--- src/cdid_ram.sv ---
// holds the shared constants package and the flip-flop character memory
// assumes one clock domain and a single writer per memory instance

`timescale 1ns/1ps
`default_nettype none

package cdid_pkg;
	// instruction groups, chosen by the highest set bit of the byte
	typedef enum logic [3:0] {
		CDID_CMD_NONE  = 4'h0,
		CDID_CMD_CLEAR = 4'h1,
		CDID_CMD_HOME  = 4'h2,
		CDID_CMD_ENTRY = 4'h3,
		CDID_CMD_DISP  = 4'h4,
		CDID_CMD_SHIFT = 4'h5,
		CDID_CMD_FUNC  = 4'h6,
		CDID_CMD_GLYPH = 4'h7,
		CDID_CMD_DADDR = 4'h8
	} cdid_cmd_t;

	typedef enum logic [1:0] {
		CDID_ST_IDLE  = 2'h0,
		CDID_ST_EXEC  = 2'h1,
		CDID_ST_CLEAR = 2'h3
	} cdid_state_t;

	// host port addresses
	localparam logic [1:0] ADDR_INSTR    = 2'h0;
	localparam logic [1:0] ADDR_DATA     = 2'h1;
	localparam logic [1:0] ADDR_IRQ_STAT = 2'h2;
	localparam logic [1:0] ADDR_IRQ_EN   = 2'h3;

	// interrupt status bit positions
	localparam int IRQ_DONE   = 0;
	localparam int IRQ_REJECT = 1;
	localparam int IRQ_CLEAR  = 2;
	localparam int IRQ_W      = 3;

	// instruction field positions
	localparam int F_ID     = 1;
	localparam int F_SH     = 0;
	localparam int F_DISP   = 2;
	localparam int F_CUR    = 1;
	localparam int F_BLINK  = 0;
	localparam int F_SC     = 3;
	localparam int F_RL     = 2;
	localparam int F_GMODE  = 3;
	localparam int F_PWR    = 2;
	localparam int F_DL     = 4;
	localparam int F_LINES  = 3;
	localparam int F_FSIZE  = 2;
	localparam int F_BUSY   = 7;

	localparam int DISP_DEPTH  = 128;
	localparam int GLYPH_DEPTH = 64;
	localparam int AC_W        = 7;
	localparam int GLYPH_AW    = 6;
	localparam int CNT_W       = 17;

	// timing: clear figure given at the reference oscillator, converted straight to core_clk cycles; REF_OSC_KHZ is not used
	localparam int CLK_FREQ_KHZ   = 10000;
	localparam int REF_OSC_KHZ    = 250;
	localparam int CLEAR_TIME_US  = 6200;
	localparam int CLEAR_CYCLES   = CLEAR_TIME_US * CLK_FREQ_KHZ / 1000;
	localparam int CMD_EXEC_CYCLES = 2;

	// reset values and the clear fill character
	localparam logic [7:0]      BLANK_CHAR   = 8'h20;
	localparam logic            RST_ID       = 1'b1;
	localparam logic            RST_DL       = 1'b1;
	localparam logic [1:0]      RST_FT       = 2'h0;
	localparam logic [IRQ_W-1:0] RST_IRQ_EN  = 3'h0;
endpackage : cdid_pkg

module cdid_ram #(
	parameter int DEPTH = 128,
	parameter int AW    = 7
) (
	input  wire logic          core_clk,  // core clock
	input  wire logic          rst_n,     // async reset, low
	input  wire logic          wr_en,     // write this cycle
	input  wire logic [AW-1:0] wr_addr,   // write index
	input  wire logic [7:0]    wr_data,   // write byte
	input  wire logic [AW-1:0] rd_addr,   // read index
	output logic      [7:0]    rd_data    // byte at rd_addr
);
	typedef struct packed {
		logic [DEPTH-1:0][7:0] mem;
	} cdid_ram_state_t;

	cdid_ram_state_t mem_reg;
	cdid_ram_state_t mem_next;

	always_comb begin
		mem_next = mem_reg;
		if (wr_en) begin
			mem_next.mem[wr_addr] = wr_data;
		end
	end

	always_ff @(posedge core_clk or negedge rst_n) begin
		if (!rst_n) begin
			mem_reg <= '0;
		end else begin
			mem_reg <= mem_next;
		end
	end

	assign rd_data = mem_reg.mem[rd_addr];
endmodule : cdid_ram

`default_nettype wire

--- src/cdid_decoder.sv ---
// instruction decoder for a character display controller with a host byte port
// assumes the host port is driven from logic on core_clk; one strobe at a time

`timescale 1ns/1ps
`default_nettype none

module cdid_decoder #(
	parameter int CLEAR_CYCLES = cdid_pkg::CLEAR_CYCLES
) (
	input  wire logic       core_clk,          // core clock
	input  wire logic       rst_n,             // async reset, low
	input  wire logic [1:0] host_addr,         // bit 0 is reg_select_line
	input  wire logic [7:0] host_wdata,        // write byte
	input  wire logic       host_wr,           // write strobe
	input  wire logic       host_rd,           // read strobe
	output logic      [7:0] host_rdata,        // read byte, cycle after strobe
	output logic            irq,               // level interrupt
	output logic            busy_flag,         // command executing
	output logic      [6:0] address_counter,   // current counter
	output logic      [6:0] shift_offset,      // display shift position
	output logic            display_on,        // display enable
	output logic            cursor_on,         // cursor visible
	output logic            blink_on,          // cursor char blinking
	output logic            graphic_mode,      // 1 graphic, 0 character
	output logic            power_on,          // internal power enable
	output logic            bus_width_select,  // interface width
	output logic            line_count,        // display lines
	output logic            glyph_size,        // font size
	output logic      [1:0] font_table_select  // font table
);
	typedef struct packed {
		cdid_pkg::cdid_state_t     st;
		logic                      busy;
		logic [cdid_pkg::CNT_W-1:0] cnt;
		logic [6:0]                ac;
		logic                      sel_glyph;
		logic                      step_pend;
		logic                      inc;
		logic                      shift_en;
		logic [6:0]                shift;
		logic                      disp;
		logic                      cur;
		logic                      blink;
		logic                      gmode;
		logic                      pwr;
		logic                      dl;
		logic                      lines;
		logic                      fsize;
		logic [1:0]                ft;
		logic [7:0]                rdata;
		logic [cdid_pkg::IRQ_W-1:0] stat;
		logic [cdid_pkg::IRQ_W-1:0] ien;
		logic                      irq;
		logic [7:0]                clr_idx;
	} cdid_state_t;

	cdid_state_t r_reg;
	cdid_state_t r_next;

	logic       disp_we;
	logic [6:0] disp_waddr;
	logic [7:0] disp_wdata;
	logic       glyph_we;
	logic [7:0] disp_rd;
	logic [7:0] glyph_rd;

	function automatic cdid_pkg::cdid_cmd_t cdid_decode(input logic [7:0] b);
		cdid_pkg::cdid_cmd_t c;
		c = cdid_pkg::CDID_CMD_NONE;
		if (b[7])
			c = cdid_pkg::CDID_CMD_DADDR;
		else if (b[6])
			c = cdid_pkg::CDID_CMD_GLYPH;
		else if (b[5])
			c = cdid_pkg::CDID_CMD_FUNC;
		else if (b[4])
			c = cdid_pkg::CDID_CMD_SHIFT;
		else if (b[3])
			c = cdid_pkg::CDID_CMD_DISP;
		else if (b[2])
			c = cdid_pkg::CDID_CMD_ENTRY;
		else if (b[1])
			c = cdid_pkg::CDID_CMD_HOME;
		else if (b[0])
			c = cdid_pkg::CDID_CMD_CLEAR;
		return c;
	endfunction : cdid_decode

	function automatic logic [6:0] cdid_step(input logic [6:0] v, input logic up);
		return up ? 7'(v + 7'h01) : 7'(v - 7'h01);
	endfunction : cdid_step

	localparam logic [cdid_pkg::CNT_W-1:0] CLR_CNT  = cdid_pkg::CNT_W'(CLEAR_CYCLES);
	localparam logic [cdid_pkg::CNT_W-1:0] EXEC_CNT = cdid_pkg::CNT_W'(cdid_pkg::CMD_EXEC_CYCLES);
	localparam logic [7:0]                 CLR_END  = 8'(cdid_pkg::DISP_DEPTH);

	always_comb begin
		cdid_pkg::cdid_cmd_t       cmd;
		logic [cdid_pkg::IRQ_W-1:0] ev;
		logic                      accept;
		cmd        = cdid_decode(host_wdata);
		ev         = '0;
		accept     = 1'b0;
		r_next     = r_reg;
		disp_we    = 1'b0;
		disp_waddr = r_reg.ac;
		disp_wdata = host_wdata;
		glyph_we   = 1'b0;

		// busy countdown; blanking walk runs first
		unique case (r_reg.st)
			cdid_pkg::CDID_ST_IDLE: begin
			end
			cdid_pkg::CDID_ST_EXEC, cdid_pkg::CDID_ST_CLEAR: begin
				if (r_reg.st == cdid_pkg::CDID_ST_CLEAR && r_reg.clr_idx != CLR_END) begin
					disp_we        = 1'b1;
					disp_waddr     = r_reg.clr_idx[6:0];
					disp_wdata     = cdid_pkg::BLANK_CHAR;
					r_next.clr_idx = 8'(r_reg.clr_idx + 8'h01);
				end
				r_next.cnt = r_reg.cnt - 1'b1;
				if (r_reg.cnt <= 1) begin
					r_next.st   = cdid_pkg::CDID_ST_IDLE;
					r_next.busy = 1'b0;
					ev[cdid_pkg::IRQ_DONE] = 1'b1;
					if (r_reg.st == cdid_pkg::CDID_ST_CLEAR)
						ev[cdid_pkg::IRQ_CLEAR] = 1'b1;
					if (r_reg.step_pend)
						r_next.ac = cdid_step(r_reg.ac, r_reg.inc);
					r_next.step_pend = 1'b0;
				end
			end
			default: begin
				r_next.st   = cdid_pkg::CDID_ST_IDLE;
				r_next.busy = 1'b0;
			end
		endcase

		if (host_rd) begin
			unique case (host_addr)
				cdid_pkg::ADDR_INSTR: r_next.rdata = {r_reg.busy, r_reg.ac};
				cdid_pkg::ADDR_DATA: begin
					r_next.rdata = 8'h00;
					if (r_reg.busy) begin
						ev[cdid_pkg::IRQ_REJECT] = 1'b1;
					end else begin
						if (r_reg.sel_glyph)
							r_next.rdata = glyph_rd;
						else
							r_next.rdata = disp_rd;
						if (r_reg.shift_en)
							r_next.shift = cdid_step(r_reg.shift, r_reg.inc);
						r_next.step_pend = 1'b1;
						accept           = 1'b1;
					end
				end
				cdid_pkg::ADDR_IRQ_STAT: r_next.rdata = 8'(r_reg.stat);
				cdid_pkg::ADDR_IRQ_EN: r_next.rdata = 8'(r_reg.ien);
			endcase
		end

		if (host_wr) begin
			unique case (host_addr)
				cdid_pkg::ADDR_INSTR, cdid_pkg::ADDR_DATA: begin
					if (r_reg.busy) begin
						ev[cdid_pkg::IRQ_REJECT] = 1'b1;
					end else if (host_addr == cdid_pkg::ADDR_DATA) begin
						disp_we          = ~r_reg.sel_glyph;
						glyph_we         = r_reg.sel_glyph;
						if (r_reg.shift_en)
							r_next.shift = cdid_step(r_reg.shift, r_reg.inc);
						r_next.step_pend = 1'b1;
						accept           = 1'b1;
					end else begin
						accept = 1'b1;
						unique case (cmd)
							cdid_pkg::CDID_CMD_NONE: accept = 1'b0;
							cdid_pkg::CDID_CMD_CLEAR: begin
								r_next.ac        = 7'h00;
								r_next.sel_glyph = 1'b0;
								r_next.clr_idx   = 8'h00;
							end
							cdid_pkg::CDID_CMD_HOME: begin
								r_next.ac        = 7'h00;
								r_next.shift     = 7'h00;
								r_next.sel_glyph = 1'b0;
							end
							cdid_pkg::CDID_CMD_ENTRY: begin
								r_next.inc      = host_wdata[cdid_pkg::F_ID];
								r_next.shift_en = host_wdata[cdid_pkg::F_SH];
							end
							cdid_pkg::CDID_CMD_DISP: begin
								r_next.disp  = host_wdata[cdid_pkg::F_DISP];
								r_next.cur   = host_wdata[cdid_pkg::F_CUR];
								r_next.blink = host_wdata[cdid_pkg::F_BLINK];
							end
							cdid_pkg::CDID_CMD_SHIFT: begin
								if (host_wdata[1:0] == 2'h3) begin
									r_next.gmode = host_wdata[cdid_pkg::F_GMODE];
									r_next.pwr   = host_wdata[cdid_pkg::F_PWR];
								end else if (host_wdata[1:0] == 2'h0) begin
									if (host_wdata[cdid_pkg::F_SC])
										r_next.shift = cdid_step(r_reg.shift, host_wdata[cdid_pkg::F_RL]);
									else
										r_next.ac = cdid_step(r_reg.ac, host_wdata[cdid_pkg::F_RL]);
								end
							end
							cdid_pkg::CDID_CMD_FUNC: begin
								r_next.dl    = host_wdata[cdid_pkg::F_DL];
								r_next.lines = host_wdata[cdid_pkg::F_LINES];
								r_next.fsize = host_wdata[cdid_pkg::F_FSIZE];
								r_next.ft    = host_wdata[1:0];
							end
							cdid_pkg::CDID_CMD_GLYPH: begin
								r_next.ac        = {1'b0, host_wdata[5:0]};
								r_next.sel_glyph = 1'b1;
							end
							cdid_pkg::CDID_CMD_DADDR: begin
								r_next.ac        = host_wdata[6:0];
								r_next.sel_glyph = 1'b0;
							end
							default: accept = 1'b0;
						endcase
					end
				end
				cdid_pkg::ADDR_IRQ_STAT: r_next.stat = r_reg.stat & ~host_wdata[cdid_pkg::IRQ_W-1:0];
				cdid_pkg::ADDR_IRQ_EN: r_next.ien = host_wdata[cdid_pkg::IRQ_W-1:0];
			endcase
		end

		if (accept) begin
			r_next.busy = 1'b1;
			if (host_wr && host_addr == cdid_pkg::ADDR_INSTR && cmd == cdid_pkg::CDID_CMD_CLEAR) begin
				r_next.st  = cdid_pkg::CDID_ST_CLEAR;
				r_next.cnt = CLR_CNT;
			end else begin
				r_next.st  = cdid_pkg::CDID_ST_EXEC;
				r_next.cnt = EXEC_CNT;
			end
		end

		// set wins over clear
		r_next.stat = r_next.stat | ev;
		r_next.irq  = |(r_next.stat & r_next.ien);
	end

	always_ff @(posedge core_clk or negedge rst_n) begin
		if (!rst_n) begin
			r_reg       <= '0;
			r_reg.st    <= cdid_pkg::CDID_ST_IDLE;
			r_reg.inc   <= cdid_pkg::RST_ID;
			r_reg.dl    <= cdid_pkg::RST_DL;
			r_reg.ft    <= cdid_pkg::RST_FT;
			r_reg.ien   <= cdid_pkg::RST_IRQ_EN;
			r_reg.clr_idx <= CLR_END;
		end else begin
			r_reg <= r_next;
		end
	end

	cdid_ram #(
		.DEPTH (cdid_pkg::DISP_DEPTH),
		.AW    (cdid_pkg::AC_W)
	) u_display_char_ram (
		.core_clk (core_clk),
		.rst_n    (rst_n),
		.wr_en    (disp_we),
		.wr_addr  (disp_waddr),
		.wr_data  (disp_wdata),
		.rd_addr  (r_reg.ac),
		.rd_data  (disp_rd)
	);

	cdid_ram #(
		.DEPTH (cdid_pkg::GLYPH_DEPTH),
		.AW    (cdid_pkg::GLYPH_AW)
	) u_glyph_pattern_ram (
		.core_clk (core_clk),
		.rst_n    (rst_n),
		.wr_en    (glyph_we),
		.wr_addr  (r_reg.ac[5:0]),
		.wr_data  (host_wdata),
		.rd_addr  (r_reg.ac[5:0]),
		.rd_data  (glyph_rd)
	);

	assign host_rdata        = r_reg.rdata;
	assign irq               = r_reg.irq;
	assign busy_flag         = r_reg.busy;
	assign address_counter   = r_reg.ac;
	assign shift_offset      = r_reg.shift;
	assign display_on        = r_reg.disp;
	assign cursor_on         = r_reg.cur;
	assign blink_on          = r_reg.blink;
	assign graphic_mode      = r_reg.gmode;
	assign power_on          = r_reg.pwr;
	assign bus_width_select  = r_reg.dl;
	assign line_count        = r_reg.lines;
	assign glyph_size        = r_reg.fsize;
	assign font_table_select = r_reg.ft;
endmodule : cdid_decoder

`default_nettype wire

--- config.mk ---
export PLATFORM = sky130hd
export DESIGN_NAME = cdid_decoder
export DESIGN_NICKNAME = d
export VERILOG_FILES = /design/src/cdid_ram.sv /design/src/cdid_decoder.sv
export SDC_FILE = /design/constraint.sdc
export NUM_CORES = 2
export LEC_CHECK = 0
export BUFFER_PORTS_ARGS = -buffer_cell sky130_fd_sc_hd__clkbuf_2
export CORE_UTILIZATION = 55
export CTS_CLUSTER_DIAMETER = 200
export DETAILED_ROUTE_END_ITERATION = 10
export PLACE_DENSITY = 0.71
export SLEW_MARGIN = 20
export SYNTH_ARGS = -nofsm -noshare
export SYNTH_HDL_FRONTEND = slang
export SYNTH_SLANG_ARGS = --single-unit
--- constraint.sdc ---
create_clock -name core_clk -period 4.5 [get_ports core_clk]
set_input_delay 0.225 -clock core_clk [delete_from_list [all_inputs] [get_ports core_clk]]
set_output_delay 0.225 -clock core_clk [all_outputs]
set_load 0.005 [all_outputs]
==> flow_summary.json <==
{
  "outcome": "completed",
  "grt_pass1_wl_mm": 370,
  "p_per_area_mw_per_mm2": 363,
  "cp_cell_sequence": "buf_4, nor2_2, buf_4, a221o_1, a2111oi_0, a31oi_1, o2111a_1, nor4b_1, o31ai_1",
  "root_buffer": "clkbuf_16",
  "synth_cell_types": 89,
  "drive_above_1_share_pct": 28.6,
  "regArea_mm2": 0.0402,
  "firstDrtPassIters": 8,
  "avgSynthCellArea_um2": 11.6,
  "fin_setup_tns_ps": 0,
  "placed_area_mm2": 0.0766,
  "worstSetupStartpointType": "register",
  "slowest_delay_ps": 900,
  "nFillCells": 10300,
  "slowest_stage": "dfrtp_4",
  "critical_path_class": "reg2reg",
  "finalMaxSlewViolations": 0,
  "stdcell_count": 8153,
  "largest_reg_flops": 1024,
  "netlist_area_mm2": 0.0740,
  "fin_crit_ps": 4220,
  "cp.arrival_ps": 4910,
  "clock.fmax_ghz": 0.237,
  "grt_use_total_pct": 36.8,
  "num_rows": 134,
  "stdcell_area_mm2": 0.0825,
  "maxCapViolations": 0,
  "final_common_cell": "dfrtp_1",
  "cts-resized-gates": 0,
  "synth_fp_nets": 6385,
  "grt_setup_unrepaired": "no",
  "leakagePower_nw": 37.5,
  "drc": 0,
  "finalWirelength_mm": 250,
  "grt_antenna_before_repair": 12,
  "period_share_pct": 93.8,
  "cts_buffers": 167,
  "ys_ff_latch": 1606,
  "die_y_um": 369,
  "clock_skew_ps": 37.3,
  "vias_per_cell": 6.81,
  "tightest_slew_ps": 1150,
  "final-setup-viol-count": 0,
  "worstPathRequired_ps": 5190,
  "syn_inst": 6363,
  "die-area_mm2": 0.136,
  "synthArstFlopShare_pct": 100,
  "final_cell_mix": "dfrtp_1, mux2_2, nand2_1, o21ai_0, nor2_1",
  "cts_tree": "built",
  "dp_hpwl_mm": 158,
  "crit_top_cell": "buf_4",
  "cp-end-kind": "register",
  "port_buffers": 47,
  "synthToLayoutAreaGrowth_pct": 11.5,
  "grt_pass1_vias": 54500,
  "die_w_um": 369,
  "hold_class": "in2reg",
  "critPathMaxFanout": 41,
  "gp_congestion": 0.962,
  "overflow": 0,
  "ctsLongestPathBuffers": 3,
  "ys_seq_area_share_pct": 54.3,
  "ios": 48,
  "multi_input_area_mm2": 0.0315,
  "cts_setup_buffers": 0,
  "clk_pin_slew_ps": 70,
  "synth-main-ff-cell": "dfrtp_1",
  "relSlewSlack_pct": 22.8,
  "vias": 55500,
  "hold_viol": 0,
  "core_mm2": 0.133,
  "synth-edff-count": 0,
  "ant_nets": 0,
  "avgRoutedWirePerCell_um": 30.6,
  "clk_latency_ps": 840,
  "post-place-cells": 7832,
  "holdBufCountCts": 10,
  "nets": 6265,
  "drt-initial-drc-count": 7745,
  "ys_warn_count": 0,
  "grt_max_degree": 150,
  "ir_drop_v": 0.000327,
  "ctsHtreeMaxLevel": 4,
  "start_util_pct": 55.5,
  "clock_sinks": 1606
}
[final timing paths]
path	cells after the start	startpoint	end	slack [ps]
worst max-delay path	9	address_counter[2]	host_rdata[0]	280
worst min-delay path	6	host_wdata[3]	shift_offset[4]	100
worst max register to register	9	address_counter[2]	host_rdata[0]	280
worst min register to register	2	u_display_char_ram.mem_reg[191]	u_display_char_ram.mem_reg[191]	470
max in group asynchronous	3	rst_n	u_glyph_pattern_ram.mem_reg[278]	2960
min in group asynchronous	2	rst_n	u_display_char_ram.mem_reg[278]	120
[Yosys cell counts (all sizes together) (48+ instances only)]
cell    number  area share [%]
buf        163             1.2
a22oi      194             2.0
a221o       59            0.80
o21ai      636             4.3
nand3       50            0.34
clkbuf     431             2.2
mux2i      165             2.2
a21oi      187             1.3
nor2       237             1.2
mux2      1086              17
nand2      759             3.9
dfrtp     1603              54
o22ai       48            0.43
nor3        82             1.4
a221oi     116             1.4
[where the power goes]
group	leakage (nW)	internal, mW	switching, mW
Clock	2.83	8.42	6.08
Combinational	12.6	0.207	0.719
Sequential	22.0	14.5	0.0642
[metrics by stage]
step	power, mW	hold slack [ps]	worst slack, ps	utilization [%]
after global routing	30.7	100	304	61.8
after global placement	15.7	397	491	57.4
after floorplan	15.1	-70.6	1320	-
after CTS	30.0	42.6	440	61.8
final	30.0	102	280	61.8
after detailed placement	15.7	403	460	57.4
[worst max-delay path, delay by kind of cell, from the launching register on]
kind	cells	cell delay (ps)
AO/OA/AOI/OAI	5	1500
buffers and inverters	2	680
flip-flops	1	900
AND/OR/NAND/NOR	2	900
[cell type report]
type                            count  share of cell area [%]
Multi-Input combinational cell   4146                    38.2
Timing Repair Buffer              305                    3.32
Tap cell                         1768                    2.68
Clock buffer                      244                    5.90
Sequential cell                  1606                    48.7
Clock inverter                     65                    1.07
Antenna cell                        2                 0.00607
Inverter                           17                  0.0834
[logic make-up (layout without fill, tap and decap cells)]
family / after synthesis / in the layout / synth area share, %
flip-flops: 1606 / 1606 / 54.3
AO/OA/AOI/OAI: 1487 / 1487 / 12.9
buffers and inverters: 611 / 631 / 3.43
other: 0 / 2 / 0
AND/OR/NAND/NOR: 1316 / 1316 / 8.59
XOR/XNOR: 37 / 37 / 0.438
adder cells (fa/ha/maj): 8 / 8 / 0.135
multiplexers: 1298 / 1298 / 20.2
[routing by layer]
metal,track usage [%],vias to the layer above,share of wire [%],wire (um)
met2,53.8,3443,44,109000
met5,0,-,0.046,115
met1,49.5,28300,39,96300
li1,-,22800,-,-
met3,10.9,854,12,29800
met4,19.4,18,5.9,14700
Power figures use the tool's default switching activity.
